===== src/shared/exc_pkg.sv =====
// holds exception numbers, fixed priorities, the reset vector and phases of the exception unit
// assumes a core that fetches vectors itself and acknowledges entry and return
package exc_pkg;
    // exception numbers
    localparam int EXC_RESET = 1;
    localparam int EXC_NMI = 2;
    localparam int EXC_HARD = 3;
    localparam int EXC_MEM = 4;
    localparam int EXC_BUS = 5;
    localparam int EXC_USAGE = 6;
    localparam int EXC_SUPER_CALL = 11;
    localparam int EXC_PENDSRV = 14;
    localparam int EXC_TICK = 15;
    localparam int EXC_IRQ0 = 16;
    // default and largest count of external interrupts
    localparam int NUM_IRQ_DEF = 8;
    localparam int NUM_IRQ_MAX = 240;
    // priority width, fixed priorities and the level of thread code
    localparam int PRIO_W = 6;
    localparam int CFG_PRIO_W = 4;
    localparam logic signed [PRIO_W-1:0] PRIO_RESET = -6'sh03;
    localparam logic signed [PRIO_W-1:0] PRIO_NMI = -6'sh02;
    localparam logic signed [PRIO_W-1:0] PRIO_HARD = -6'sh01;
    localparam logic signed [PRIO_W-1:0] PRIO_THREAD = 6'sh10;
    // vector of the reset entry
    localparam logic [31:0] VEC_RESET = 32'h0000_0004;
    // reset value of configurable enables and priorities
    localparam logic EN_RESET = 1'b0;
    localparam logic [CFG_PRIO_W-1:0] PRIO_CFG_RESET = 4'h0;

    // one-hot phases of the unit
    typedef enum logic [1:0] {
        PH_FETCH = 2'b01,
        PH_RUN = 2'b10
    } phase_t;

    // numbers that never carry an exception
    function automatic logic is_reserved(input int n);
        is_reserved = (n == 0) || (n >= 7 && n <= 10) || (n == 12) || (n == 13);
    endfunction : is_reserved

    // priority cannot be configured or disabled
    function automatic logic is_fixed(input int n);
        is_fixed = (n == EXC_RESET) || (n == EXC_NMI) || (n == EXC_HARD);
    endfunction : is_fixed

    // taken asynchronously to instruction execution
    function automatic logic is_async(input int n);
        is_async = (n == EXC_NMI) || (n == EXC_PENDSRV) || (n >= EXC_TICK);
    endfunction : is_async
endpackage : exc_pkg


===== src/shared/exc_arb_if.sv =====
// carries requests and current activity to the arbiter and its choice back
// assumes both ends share the unit's clock; purely combinational between them
`timescale 1ns/1ps
interface exc_arb_if #(parameter int NUM = 24);
    logic [NUM-1:0] req;              // pending and eligible
    logic [NUM-1:0] act;              // active sources
    logic [NUM-1:0][5:0] prio;        // signed priority per source
    logic win_valid;                  // some request present
    logic [$clog2(NUM)-1:0] win_num;  // most urgent request
    logic [5:0] win_prio;             // its priority
    logic [5:0] cur_prio;             // most urgent active level
    logic [$clog2(NUM)-1:0] cur_num;  // current exception, 0 in thread
    modport unit (output req, act, prio, input win_valid, win_num, win_prio, cur_prio, cur_num);
    modport arb (input req, act, prio, output win_valid, win_num, win_prio, cur_prio, cur_num);
endinterface : exc_arb_if


===== src/exc_arbiter.sv =====
// picks the most urgent pending request and the current active level
// assumes priorities arrive as signed values, lower meaning more urgent
`timescale 1ns/1ps
module exc_arbiter
    import exc_pkg::*;
#(
    parameter int NUM = 24
) (
    // arbitration port
    exc_arb_if.arb a
);
    localparam int NW = $clog2(NUM);

    // state of this module: none, only the scan result
    typedef struct packed {
        logic win_valid;
        logic [NW-1:0] win_num;
        logic signed [PRIO_W-1:0] win_prio;
        logic signed [PRIO_W-1:0] cur_prio;
        logic [NW-1:0] cur_num;
    } scan_t;

    scan_t s;

    // scan from high numbers down so equal priority favours the lower number
    always_comb begin
        s = '0;
        s.win_prio = PRIO_THREAD;
        s.cur_prio = PRIO_THREAD;
        for (int i = NUM - 1; i >= 1; i--) begin
            // lower value is more urgent; ties go to lower number
            if (a.req[i] && ($signed(a.prio[i]) <= s.win_prio)) begin
                s.win_valid = 1'b1;
                s.win_num = NW'(i);
                s.win_prio = $signed(a.prio[i]);
            end
            // the most urgent active handler is the one running
            if (a.act[i] && ($signed(a.prio[i]) <= s.cur_prio)) begin
                s.cur_num = NW'(i);
                s.cur_prio = $signed(a.prio[i]);
            end
        end
    end

    // drive the choice back
    assign a.win_valid = s.win_valid;
    assign a.win_num = s.win_num;
    assign a.win_prio = s.win_prio;
    assign a.cur_prio = s.cur_prio;
    assign a.cur_num = s.cur_num;
endmodule : exc_arbiter


===== src/exc_unit.sv =====
// holds the exception state machine of the core: pending, active, enables, priorities
// assumes the core acknowledges entry and return with one-cycle pulses on i_mclk
`timescale 1ns/1ps

module exc_unit
    import exc_pkg::*;
#(
    parameter int NUM_IRQ = NUM_IRQ_DEF
) (
    // clock and reset
    input wire logic i_mclk,
    input wire logic i_reset,
    // fault and event sources
    input wire logic i_nmi_req,
    input wire logic i_proc_err,
    input wire logic i_prot_viol,
    input wire logic i_execute_never_fetch,
    input wire logic i_bus_err_precise,
    input wire logic i_bus_err_imprecise,
    input wire logic i_undef_instr,
    input wire logic i_illegal_unaligned,
    input wire logic i_invalid_state,
    input wire logic i_unaligned_access,
    input wire logic i_div_zero,
    input wire logic i_supervisor_call,
    input wire logic i_pendable_service_set,
    input wire logic i_tick_zero,
    input wire logic i_tick_set,
    input wire logic [NUM_IRQ-1:0] i_irq,
    input wire logic [NUM_IRQ-1:0] i_irq_sw_set,
    // trap configuration
    input wire logic i_trap_unaligned,
    input wire logic i_trap_div_zero,
    // enable and priority writes
    input wire logic i_privileged,
    input wire logic i_en_wr,
    input wire logic [$clog2(NUM_IRQ+16)-1:0] i_en_num,
    input wire logic i_en_val,
    input wire logic i_prio_wr,
    input wire logic [$clog2(NUM_IRQ+16)-1:0] i_prio_num,
    input wire logic [CFG_PRIO_W-1:0] i_prio_val,
    input wire logic i_drop_priv,
    // core handshake
    input wire logic i_enter,
    input wire logic i_return,
    input wire logic [$clog2(NUM_IRQ+16)-1:0] i_ret_num,
    // exception request toward the core
    output logic o_take_valid,
    output logic [$clog2(NUM_IRQ+16)-1:0] o_take_num,
    output logic [31:0] o_take_vec,
    output logic o_take_async,
    // status
    output logic [$clog2(NUM_IRQ+16)-1:0] o_exception_number_status_register,
    output logic [NUM_IRQ+15:0] o_pending,
    output logic [NUM_IRQ+15:0] o_active,
    output logic o_fetch_valid,
    output logic [31:0] o_fetch_addr,
    output logic o_handler_mode,
    output logic o_privileged
);
    localparam int NUM = NUM_IRQ + 16;
    localparam int NW = $clog2(NUM);

    // refuse counts the logic cannot serve
    if (NUM_IRQ < 1 || NUM_IRQ > NUM_IRQ_MAX) begin : g_chk
        $error("exc_unit: NUM_IRQ out of range");
    end

    // whole state of the unit
    typedef struct packed {
        phase_t phase;                       // fetch after reset, then run
        logic [NUM-1:0] pend;                // pending bits
        logic [NUM-1:0] act;                 // active bits
        logic [NUM-1:0] en;                  // enables of configurable sources
        logic [NUM-1:0][CFG_PRIO_W-1:0] prio; // configured priorities
        logic bus_async;                     // pending bus fault is imprecise
        logic take_valid;
        logic [NW-1:0] take_num;
        logic [31:0] take_vec;
        logic take_async;
        logic [NW-1:0] exc_number;
        logic fetch_valid;
        logic handler_mode;
        logic privileged;
    } state_t;

    state_t r;
    state_t n;
    exc_arb_if #(.NUM(NUM)) arb_bus ();

    // arbiter over the pending set
    exc_arbiter #(.NUM(NUM)) u_arb (
        .a(arb_bus)
    );

    // effective signed priority of one source
    function automatic logic signed [PRIO_W-1:0] prio_of(input int i, input state_t s);
        if (i == EXC_RESET) begin
            prio_of = PRIO_RESET;
        end else if (i == EXC_NMI) begin
            prio_of = PRIO_NMI;
        end else if (i == EXC_HARD) begin
            prio_of = PRIO_HARD;
        end else begin
            prio_of = $signed({2'b00, s.prio[i]});
        end
    endfunction : prio_of

    // vector offset is four bytes per exception number
    function automatic logic [31:0] vec_of(input logic [NW-1:0] num);
        vec_of = {{(30 - NW){1'b0}}, num, 2'b00};
    endfunction : vec_of

    // feed the arbiter: only eligible pending sources compete
    always_comb begin
        for (int i = 0; i < NUM; i++) begin
            arb_bus.prio[i] = prio_of(i, r);
            arb_bus.req[i] = r.pend[i] && !is_reserved(i)
                && (is_fixed(i) || r.en[i]);
            arb_bus.act[i] = r.act[i];
        end
    end

    logic [NUM-1:0] evt;  // sources raised this cycle
    logic [NUM-1:0] pclr; // pending bits cleared by entry
    logic [NUM-1:0] aclr; // active bits cleared by return
    logic enter_now;
    logic bad_return;
    logic usage_evt;

    // next state
    always_comb begin
        n = r;
        evt = '0;
        pclr = '0;
        aclr = '0;
        enter_now = i_enter && r.take_valid && (r.phase == PH_RUN);
        bad_return = i_return && !r.act[i_ret_num];
        usage_evt = i_undef_instr || i_illegal_unaligned || i_invalid_state || bad_return
            || (i_unaligned_access && i_trap_unaligned)
            || (i_div_zero && i_trap_div_zero);
        n.fetch_valid = 1'b0;
        case (r.phase)
            PH_FETCH: begin
                // one pulse asking for the reset vector, privileged thread
                n.fetch_valid = 1'b1;
                n.phase = PH_RUN;
            end
            PH_RUN: begin
                // nmi cannot be masked
                evt[EXC_NMI] = i_nmi_req;
                evt[EXC_HARD] = i_proc_err;
                // synchronous faults: taken if enabled and able to preempt, else hard
                if (i_prot_viol || i_execute_never_fetch) begin
                    if (r.en[EXC_MEM] && prio_of(EXC_MEM, r) < $signed(arb_bus.cur_prio)) begin
                        evt[EXC_MEM] = 1'b1;
                    end else begin
                        evt[EXC_HARD] = 1'b1;
                    end
                end
                if (i_bus_err_precise) begin
                    if (r.en[EXC_BUS] && prio_of(EXC_BUS, r) < $signed(arb_bus.cur_prio)) begin
                        evt[EXC_BUS] = 1'b1;
                    end else begin
                        evt[EXC_HARD] = 1'b1;
                    end
                end
                if (i_bus_err_imprecise) begin
                    // imprecise errors wait for their turn
                    if (r.en[EXC_BUS]) begin
                        evt[EXC_BUS] = 1'b1;
                        n.bus_async = 1'b1;
                    end else begin
                        evt[EXC_HARD] = 1'b1;
                    end
                end
                if (usage_evt) begin
                    if (r.en[EXC_USAGE] && prio_of(EXC_USAGE, r) < $signed(arb_bus.cur_prio)) begin
                        evt[EXC_USAGE] = 1'b1;
                    end else begin
                        evt[EXC_HARD] = 1'b1;
                    end
                end
                if (i_supervisor_call) begin
                    if (r.en[EXC_SUPER_CALL]
                        && prio_of(EXC_SUPER_CALL, r) < $signed(arb_bus.cur_prio)) begin
                        evt[EXC_SUPER_CALL] = 1'b1;
                    end else begin
                        evt[EXC_HARD] = 1'b1;
                    end
                end
                evt[EXC_PENDSRV] = i_pendable_service_set;
                evt[EXC_TICK] = i_tick_zero || i_tick_set;
                evt[NUM-1:EXC_IRQ0] = i_irq | i_irq_sw_set;
                // entry: pending moves to active, others stay active
                if (enter_now) begin
                    pclr[r.take_num] = 1'b1;
                    if (int'(r.take_num) == EXC_BUS) begin
                        // an imprecise error landing at entry keeps its flag: set wins
                        n.bus_async = i_bus_err_imprecise && r.en[EXC_BUS];
                    end
                end
                // return retires one active handler
                if (i_return && !bad_return) begin
                    aclr[i_ret_num] = 1'b1;
                end
            end
            default: begin
                n.phase = PH_FETCH;
            end
        endcase
        // a new request wins over the clear, giving active and pending
        n.pend = ((r.pend & ~pclr) | evt) & ~NUM'(1 << EXC_RESET);
        n.act = (r.act & ~aclr) | pclr;
        // enable writes only from privileged code, only configurable sources
        if (i_en_wr && i_privileged && !is_fixed(int'(i_en_num))
            && !is_reserved(int'(i_en_num)) && int'(i_en_num) < NUM) begin
            n.en[i_en_num] = i_en_val;
        end
        if (i_prio_wr && i_privileged && !is_fixed(int'(i_prio_num)) && int'(i_prio_num) < NUM) begin
            n.prio[i_prio_num] = i_prio_val;
        end
        // offer the winner only if it preempts the running level
        n.take_valid = (r.phase == PH_RUN) && arb_bus.win_valid && !enter_now && !i_return
            && ($signed(arb_bus.win_prio) < $signed(arb_bus.cur_prio));
        n.take_num = arb_bus.win_num;
        n.take_vec = vec_of(arb_bus.win_num);
        n.take_async = is_async(int'(arb_bus.win_num))
            || (int'(arb_bus.win_num) == EXC_BUS && r.bus_async);
        // status shows the exception number, not a shifted interrupt index
        n.exc_number = arb_bus.cur_num;
        n.handler_mode = |n.act;
        if (i_drop_priv && !r.handler_mode) begin
            n.privileged = 1'b0;
        end
    end

    // register the state; reset halts everything at once
    always_ff @(posedge i_mclk or posedge i_reset) begin
        if (i_reset) begin
            r <= '0;
            r.phase <= PH_FETCH;
            r.privileged <= 1'b1;
            r.en <= {NUM{EN_RESET}};
            r.prio <= {NUM{PRIO_CFG_RESET}};
        end else begin
            r <= n;
        end
    end

    // outputs straight from the state flops, the fetch address a constant
    assign o_take_valid = r.take_valid;
    assign o_take_num = r.take_num;
    assign o_take_vec = r.take_vec;
    assign o_take_async = r.take_async;
    assign o_exception_number_status_register = r.exc_number;
    assign o_pending = r.pend;
    assign o_active = r.act;
    assign o_fetch_valid = r.fetch_valid;
    assign o_fetch_addr = VEC_RESET;
    assign o_handler_mode = r.handler_mode;
    assign o_privileged = r.privileged;

    // reserved numbers 7 to 10, 12 and 13 never pend; of them 7, 12 and 13 never activate
    property p_reserved_idle;
        @(posedge i_mclk) disable iff (i_reset)
        (r.pend[7] | r.pend[8] | r.pend[9] | r.pend[10] | r.pend[12] | r.pend[13]
         | r.act[7] | r.act[12] | r.act[13]) == 1'b0;
    endproperty
    a_reserved_idle: assert property (p_reserved_idle) else $error("reserved exception set");

    // a peripheral request shows pending next cycle
    property p_irq_pends;
        @(posedge i_mclk) disable iff (i_reset)
        (r.phase == PH_RUN) && i_irq[0] |=> r.pend[EXC_IRQ0];
    endproperty
    a_irq_pends: assert property (p_irq_pends) else $error("irq not pending");

    // entry while a handler runs keeps both active
    property p_nested;
        @(posedge i_mclk) disable iff (i_reset)
        enter_now && (r.act != '0) && !i_return |=> $countones(r.act) >= 2;
    endproperty
    a_nested: assert property (p_nested) else $error("nesting lost an active");

    // same source requesting at entry ends active and pending
    property p_act_and_pend;
        @(posedge i_mclk) disable iff (i_reset)
        enter_now && (int'(r.take_num) == EXC_IRQ0) && i_irq[0] |=>
            r.act[EXC_IRQ0] && r.pend[EXC_IRQ0];
    endproperty
    a_act_and_pend: assert property (p_act_and_pend) else $error("not active and pending");

    // the first run cycle after reset fetches the vector in clean privileged thread
    property p_after_reset;
        @(posedge i_mclk) disable iff (i_reset)
        $rose(r.phase == PH_RUN) |-> o_fetch_valid && (o_fetch_addr == VEC_RESET)
            && (r.act == '0) && (r.pend == '0) && !o_take_valid
            && o_privileged && !o_handler_mode;
    endproperty
    a_after_reset: assert property (p_after_reset) else $error("bad reset restart");

    // nmi raised in thread mode is offered within a few cycles unless already active
    property p_nmi_taken;
        @(posedge i_mclk) disable iff (i_reset)
        (r.phase == PH_RUN) && i_nmi_req && !r.act[EXC_NMI] && (r.exc_number == '0) |->
            ##[1:4] (o_take_valid && int'(o_take_num) == EXC_NMI) || r.act[EXC_NMI];
    endproperty
    a_nmi_taken: assert property (p_nmi_taken) else $error("nmi not offered");

    // processing error raises hard fault
    property p_hard;
        @(posedge i_mclk) disable iff (i_reset)
        (r.phase == PH_RUN) && i_proc_err |=> r.pend[EXC_HARD] || r.act[EXC_HARD];
    endproperty
    a_hard: assert property (p_hard) else $error("hard fault missing");

    // supervisor call raises 11 or escalates
    property p_super_call;
        @(posedge i_mclk) disable iff (i_reset)
        (r.phase == PH_RUN) && i_supervisor_call |=> r.pend[EXC_SUPER_CALL] || r.pend[EXC_HARD];
    endproperty
    a_super_call: assert property (p_super_call) else $error("supervisor call lost");

    // offered vector is four times the number and never a reserved number
    property p_vec;
        @(posedge i_mclk) disable iff (i_reset)
        o_take_valid |-> (o_take_vec == {{(30 - NW){1'b0}}, o_take_num, 2'b00})
            && !is_reserved(int'(o_take_num));
    endproperty
    a_vec: assert property (p_vec) else $error("bad vector offer");

    // unprivileged enable writes change nothing
    property p_priv_en;
        @(posedge i_mclk) disable iff (i_reset)
        i_en_wr && !i_privileged |=> r.en == $past(r.en);
    endproperty
    a_priv_en: assert property (p_priv_en) else $error("unprivileged disable");

    // main scenarios
    c_nested: cover property (@(posedge i_mclk) disable iff (i_reset) $countones(r.act) >= 2);
    c_act_pend: cover property (@(posedge i_mclk) disable iff (i_reset) |(r.act & r.pend));
    c_nmi: cover property (@(posedge i_mclk) disable iff (i_reset) r.act[EXC_NMI]);
    c_hard: cover property (@(posedge i_mclk) disable iff (i_reset) r.act[EXC_HARD]);
endmodule : exc_unit

===== config.mk =====
export PLATFORM = sky130hd
export DESIGN_NAME = exc_unit
export DESIGN_NICKNAME = d
export VERILOG_FILES = /design/src/shared/exc_pkg.sv /design/src/shared/exc_arb_if.sv /design/src/exc_arbiter.sv /design/src/exc_unit.sv
export SDC_FILE = /design/constraint.sdc
export NUM_CORES = 1
export LEC_CHECK = 0
export BUFFER_PORTS_ARGS = -buffer_cell sky130_fd_sc_hd__buf_4
export CAP_MARGIN = 20
export CORE_MARGIN = 2
export CORE_UTILIZATION = 65
export CTS_BUF_LIST = sky130_fd_sc_hd__clkbuf_8 sky130_fd_sc_hd__clkbuf_16
export DETAILED_ROUTE_END_ITERATION = 16
export PLACE_DENSITY = 0.84
export SLEW_MARGIN = 30
export SYNTH_ARGS = -nofsm -noshare
export SYNTH_HDL_FRONTEND = slang
export SYNTH_SLANG_ARGS = --single-unit

===== constraint.sdc =====
create_clock -name i_mclk -period 64.4 [get_ports i_mclk]
set_clock_uncertainty 0.05 [all_clocks]
set_input_delay 16.1 -clock i_mclk [delete_from_list [all_inputs] [get_ports i_mclk]]
set_output_delay 16.1 -clock i_mclk [all_outputs]
set_load 0.02 [all_outputs]

# Word-level counts from Yosys, hierarchy flattened
# Index checks and enable logic that the tools add are counted.
[totals]
regBits = 185
inputBits = 61
wordCells = 313
[classes]
n_lt_le_gt_ge = 56
n_eq_ne = 14
muxes = 91
bitwise = 7
reduce_logical = 109
[ops]
columns = ["cell", "count"]
rows = [
  ["$mux W10", 21],
  ["$mux W12", 16],
  ["$bwmux W96", 1],
  ["$mux W24", 4],
  ["$le A4 B5 Y1", 19],
  ["$logic_and A1 B1 Y1", 82],
  ["$le A5 B6 Y1", 13],
  ["$and A24 B24 Y24", 2],
  ["$mux W6", 8],
  ["$not A24 Y24", 2],
  ["$or A24 B24 Y24", 2],
  ["$mux W11", 3],
  ["$lt A6 B6 Y1", 5],
  ["$mux W1", 28],
  ["$eq A5 B3 Y1 const B", 5],
  ["$bwmux W24", 1],
  ["$lt A5 B6 Y1 const B", 4],
  ["$reduce_or A24 Y1", 1],
  ["$demux W4 S5", 1],
  ["$ge A5 B1 Y1 const B", 4],
  ["$logic_or A1 B1 Y1", 17],
  ["$demux W1 S5", 3],
  ["$eq A5 B5 Y1 const B", 3],
  ["$le A1 B6 Y1 const A", 2],
  ["19 further kinds", 30],
]

# Logic depth before layout (Yosys ltp)
# Gate-level depths: netlist (run 1).
[depth]
ltp_word = 83
mapped_depth = 174
mapped_depth_nobuf = 168

# By module
# A second synthesis (run 1) with hierarchy kept.
[hier_totals]
cells_unflattened = 2538
hier_area_um2 = 20722.4
[by_module_without_submodules]
columns = ["module", "instances", "cells_each", "area_per_inst_um2", "seq_area_each_um2"]
rows = [
  ["exc_arbiter", 1, 1764, 12213.0, 0.0],
  ["exc_unit", 1, 774, 8509.4, 4081.4],
]

# Least setup slack after synthesis (run 1)
# No wires, ideal clock.
[synth_timing]
kind = "register to register"
start = "register r, in the netlist o_active[23]"
end = "register r, in the netlist o_pending[3]"
setup_ps = 135
t_arrival_ps = 30500
t_required_ps = 64215
slack_ps = 33715
path_stages_with_launch = 158
cell_sequence = "dfrtp_1 > buf_2 > nand2_1 > ha_1 > and4b_4 > a2111oi_4 > nor2_2 > mux2i_1 > inv_1 > ha_1 > o211a_1 > o21a_1 > mux2i_1 > mux2_4 > nand3_1 > mux2_2 > ha_1 > o21ai_0 > [... 122 more ...] > a21oi_1 > inv_1 > ha_1 > nand3_1 > o22ai_1 > o22ai_1 > o21ai_1 > buf_2 > nor2_1 > a211oi_1 > ha_1 > o21a_1 > o21a_1 > o21ai_0 > o21ai_0 > a211o_1 > a31oi_1 > nand4_1"
[synth_rtl]
columns = ["item", "line", "rtl"]
rows = [
  ["from (decl)", "exc_unit.sv:87", "state_t r;"],
  ["from (signal assigned)", "exc_unit.sv:247", "r <= n;"],
]

==> results of run 1 <==
## area by class of cell
type / count / area [um^2] / area share [%]
clock buffers: 17 / 425 / 2.71
clock inverters: 15 / 214 / 1.36
inverters: 101 / 384 / 2.45
multi-input cells: 1321 / 9360 / 59.6
flip-flops and latches: 159 / 3980 / 25.4
well taps: 280 / 350 / 2.23
repair buffers: 130 / 980 / 6.24
## power by group
part	total [mW]	switching (mW)	leakage (nW)	internal (mW)
registers	0.129	0.0181	1.99	0.111
clock network	0.107	0.0505	0.303	0.0565
logic	0.160	0.0935	5.03	0.0666
## metrics by stage
step           worst slack [ns]  utilization, %  instances  hold WS [ns]  instance area [um^2]
2_1_floorplan             33.71               -       1742         0.380                 14800
3_3_place_gp              31.05            68.8       1991         0.392                 15100
3_5_place_dp              29.73            68.8       1991         0.408                 15100
4_1_cts                   29.52            71.7       2023         0.439                 15700
5_1_grt                   26.12            71.7       2023         0.446                 15700
6_report                  28.72            71.7       2023         0.434                 15700
## cells in the mapped netlist, types with 12 or more instances
master,number
or3_1,15
a21oi_1,77
a31oi_1,14
buf_4,122
ha_1,129
mux2i_1,39
and3_1,12
nor2b_1,36
clkbuf_1,33
o21ai_1,12
nand3_1,37
mux2_2,105
o21a_1,26
dfrtp_1,157
o211ai_1,15
nor2_1,108
o21ai_0,167
nand2_1,155
nand2b_1,32
nor3_1,28
nand4_1,15
inv_1,100
## registers in the layout, summed over array words and instances, names as in the netlist
name and flops:
arb_bus.prio 80, o_active 24, o_exception_number_status_register 5, o_fetch_valid 1
o_handler_mode 1, o_pending 23, o_privileged 1, o_take_async 1
o_take_num 5, o_take_valid 1, r 17
## critical path, delay by kind of cell, from the launching register on
| family | cells | cell delay (ns) |
|---|---|---|
| flip-flops | 1 | 0.74 |
| AND/OR/NAND/NOR | 43 | 6.84 |
| multiplexers | 18 | 5.55 |
| AO/OA/AOI/OAI | 65 | 15.47 |
| adder cells (fa/ha/maj) | 20 | 6.22 |
| buffers and inverters | 8 | 0.58 |
## logic make-up (layout without fill, tap and decap cells)
kind of cell	count (synthesis)	after routing	synth area share (%)
AND/OR/NAND/NOR	513	513	18.0
AO/OA/AOI/OAI	462	462	21.2
buffers and inverters	262	263	9.97
flip-flops	159	159	27.3
multiplexers	154	154	12.2
adder cells (fa/ha/maj)	132	132	11.3
other	2	60	0.0515
## metal layers
metal | share of wire [%] | GRT usage (%)
met1 | 40 | 48.1
met2 | 45 | 55.6
met3 | 11 | 7.67
met4 | 4.1 | 14.8
met5 | 0 | 0
## final timing paths
check	startpoint	to	slack (ns)	depth (start not counted)
worst max-delay path	o_active[23]	o_pending[3]	28.72	154
worst min-delay path	o_privileged	o_privileged	0.43	1
worst max register to register	o_active[23]	o_pending[3]	28.72	154
worst min register to register	o_privileged	o_privileged	0.43	1
max in group asynchronous	i_reset	arb_bus.prio[62]	47.37	3
min in group asynchronous	i_reset	o_pending[0]	15.71	2
==> out/metrics.cfg, run 1 <==
[hold_path]
hold_path.class = flip-flop to flip-flop

[sta]
worst_pin_slew_ns = 0.941
drv_slew = 0
tns_ns = 0
finalHoldViolations = 0
min_period_over_period_pct = 55.4
grt_setup_unrepaired = false
slew_headroom_pct = 36.9
finalSetupViolations = 0
max_freq_mhz = 28.0
finalCriticalPeriod_ns = 35.68

[yosys]
syn-instance-count = 1684
synth_area_leaders = dfrtp_1, ha_1, mux2_2
async_reset_ff_share_pct = 100
yosysTopAreaCell = dfrtp_1
ys_seq_area_share_pct = 27.3
ys_types = 109
synth_top_area_share_pct = 27.0
ys_ff_latch = 159
syn_avg_cell_area_um2 = 8.66
synth_edf_count = 0
synth_flop_cell = dfrtp_1
yosys_warnings = 0
mappedNetlistArea_mm2 = 0.0146

[power]
power.density_mw_per_mm2 = 25.2
ir_drop_mv = 0.0244
total_power_mw = 0.396
leakage_nw = 7.33

[worst_setup_path]
worst-endpoint-required_ns = 64.67
crit_fanout = 16
worstSetupPathType = flip-flop to flip-flop
cpPeakStageDelay_ns = 0.80
cpMostUsedCell = ha_1
critPathArrivalTime_ns = 35.95
worst_setup_path_start_kind = flip-flop
end_kind = flip-flop
cpMaxStageDelayCell = a211oi_1

[global_routing]
antenna_found_initial = 0
grt_pass1_wl_um = 67600
grt_start_max_net_pins = 82
grt_pass1_vias = 12952
grt.overflow.total = 0
track_usage_pct = 35.5

[detailed_routing]
drt_pass1_iterations = 6
via_count = 13470
ant_nets = 0
routed_wl_um = 42300
drt_iter0_markers = 1432
viasPerCell = 6.66
drc = 0
post_drt_wl_per_cell_um = 20.9

[cells_and_area]
drive_above_1_share_pct = 19.3
fin_nets = 1920
final_common_cell = o21ai_0
area_growth_pct = 7.67
fillers = 1603
layout_common_cells = o21ai_0, dfrtp_1, nand2_1
antenna_cells = 0

[clocking]
postCtsHoldBufs = 0
clkLatencyLatePin_ns = 0.45
root_buffer = clkbuf_16
cts_resized = 0
cts_buffers = 17
cts_sinks = 159
cts_tree = done
clkSlewWorstSetupHoldPaths_ns = 0.08
htreeDepth = 4
clock_path_buffers = 2
post_cts_buffers = 0

[die]
start_util_pct = 66.6
ios = 188
die_h_um = 154
dieArea_mm2 = 0.0236
rows = 54
die_w_um = 154
core_area_mm2 = 0.0219

[place]
place_congestion = 0.985
place_hpwl_um = 31900
port-buffer-count = 127

[flow_run]
cap_viol_max_count = 0

[outcome]
run_status = finished clean

Power figures use the tool's default switching activity.
==> run 2: changes to the inputs <==
--- a/config.mk
+++ b/config.mk
@@ -8,10 +8,10 @@
 export BUFFER_PORTS_ARGS = -buffer_cell sky130_fd_sc_hd__buf_4
 export CAP_MARGIN = 20
 export CORE_MARGIN = 2
-export CORE_UTILIZATION = 65
+export CORE_UTILIZATION = 54
 export CTS_BUF_LIST = sky130_fd_sc_hd__clkbuf_8 sky130_fd_sc_hd__clkbuf_16
 export DETAILED_ROUTE_END_ITERATION = 16
-export PLACE_DENSITY = 0.84
+export PLACE_DENSITY = 0.74
 export SLEW_MARGIN = 30
 export SYNTH_ARGS = -nofsm -noshare
 export SYNTH_HDL_FRONTEND = slang
==> constraint.sdc (replaced) <==
create_clock -name i_mclk -period 30 [get_ports i_mclk]
set_clock_uncertainty 0.05 [all_clocks]
set_input_delay 7.5 -clock i_mclk [delete_from_list [all_inputs] [get_ports i_mclk]]
set_output_delay 7.5 -clock i_mclk [all_outputs]
set_load 0.02 [all_outputs]
==> run 2 against run 1 <==
The run now ends with negative setup slack left; core utilization is 2.4 points lower; combinational power is 140% higher; worst setup slack worse by 29 ns; first-iteration DRC count is 13% higher; fmax is 17% higher; register-to-register slack worse by 29 ns; critical path type unchanged; critical endpoint unchanged.
==> out/metrics.cfg, run 2 (synthesis gave the netlist of run 1 again) <==
[outcome]
run_status = finished, violations left
violations = negative setup slack

[sta]
finalSetupViolations = 5
grt_setup_unrepaired = true
finalCriticalPeriod_ns = 30.38
tns_ns = -0.839
worst_pin_slew_ns = 0.883
max_freq_mhz = 32.9
min_period_over_period_pct = 101
hold_slack_ns = 0.432
slew_headroom_pct = 40.9
setup_ws_ns = -0.379
drv_slew = 0
finalHoldViolations = 0

[detailed_routing]
drt_iter0_markers = 1612
viasPerCell = 6.64
via_count = 14858
ant_nets = 0
routed_wl_um = 51800
post_drt_wl_per_cell_um = 23.2
drt_pass1_iterations = 6
drc = 0

[worst_setup_path]
rr_worst_depth = 163
cpMaxStageDelayCell = dfrtp_2
crit_fanout = 7
cpPeakStageDelay_ns = 0.49
path_buf_inv = 21
critPathArrivalTime_ns = 30.65
worst-endpoint-required_ns = 30.27
worstSetupPathDepth = 163
worstSetupPathType = flip-flop to flip-flop
worst_setup_path_start_kind = flip-flop
crit_family = compound AO/OA/AOI/OAI gates
rrSetupSlack_ns = -0.38
end_kind = flip-flop
cpMostUsedCell = ha_4

[cells_and_area]
layout_common_cells = buf_4, dfrtp_1, o21ai_0
largest_register_ffs = 80
regMostFlops = arb_bus.prio
fin_nets = 2073
antenna_cells = 0
drive_above_1_share_pct = 36.1
final_common_cell = buf_4
area_growth_pct = 27.1

[clocking]
htreeDepth = 4
clkLatencyLatePin_ns = 0.45
root_buffer = clkbuf_16
cts_tree = done
clock_path_buffers = 2
cts_buffers = 17
postCtsHoldBufs = 0
clkSlewWorstSetupHoldPaths_ns = 0.08
cts_sinks = 159

[power]
ir_drop_mv = 0.0516
power.density_mw_per_mm2 = 49.4
leakage_nw = 8.32

[place]
place_congestion = 0.950
place_hpwl_um = 33300
port-buffer-count = 127

[global_routing]
grt_pass1_vias = 13390
antenna_found_initial = 0
grt_pass1_wl_um = 70800
track_usage_pct = 31.1
grt_start_max_net_pins = 86
grt.overflow.total = 0

[die]
ios = 188
start_util_pct = 54.5
die_w_um = 168
dieArea_mm2 = 0.0283
rows = 60
core_area_mm2 = 0.0267
die_h_um = 168

[hold_path]
hold_path.class = flip-flop to flip-flop
holdPathStages = 1

[flow_run]
cap_viol_max_count = 0

## run 2: what timing repair did
action / in CTS / in global routing
endpoints found under the setup margin: 10 / 11
gates resized for setup: 43 / 255
pin swaps: 25 / 118
buffers inserted: 52 / 66
gates cloned: 1 / 0
## run 2: path summary, 6_finish.rpt
kind                              start          endpoint
min in group asynchronous       i_reset     o_pending[10]
min reg2reg                o_privileged      o_privileged
min                        o_privileged      o_privileged
max reg2reg                o_active[23]      o_pending[3]
max                        o_active[23]      o_pending[3]
max in group asynchronous       i_reset  arb_bus.prio[57]
## run 2: layer usage
layer  wire, um  vias to the layer above  global-route usage (%)
met1      19900                     7117                    41.1
met5          0                        -                       0
met2      24100                     1063                    51.0
met3       5000                      268                    4.89
li1           -                     6410                       -
met4       2910                        0                    12.5
## run 2: layout make-up
class                   count  area (um^2)
multi-input cells        1322        10900
fillers                  1817         8200
flip-flops and latches    159         3980
repair buffers            282         2180
well taps                 341          427
clock buffers              17          425
inverters                 101          384
clock inverters            15          233
## run 2: metrics by stage
step	utilization [%]	setup slack (ns)	power [mW]	area [um^2]	std cells
2_1_floorplan	-	0.00524	0.518	14800	1742
3_3_place_gp	57.7	-0.0320	0.591	15400	2086
3_5_place_dp	57.7	-1.44	0.602	15400	2086
4_1_cts	62.3	0.0178	0.851	16700	2171
5_1_grt	69.3	-1.26	0.964	18500	2237
6_report	69.3	-0.379	0.915	18500	2237
## run 2: where the power goes
part	switching, mW	leakage, nW	internal [mW]	total (mW)
registers	0.0468	1.99	0.238	0.285
logic	0.213	6.01	0.175	0.388
clock network	0.123	0.315	0.119	0.242
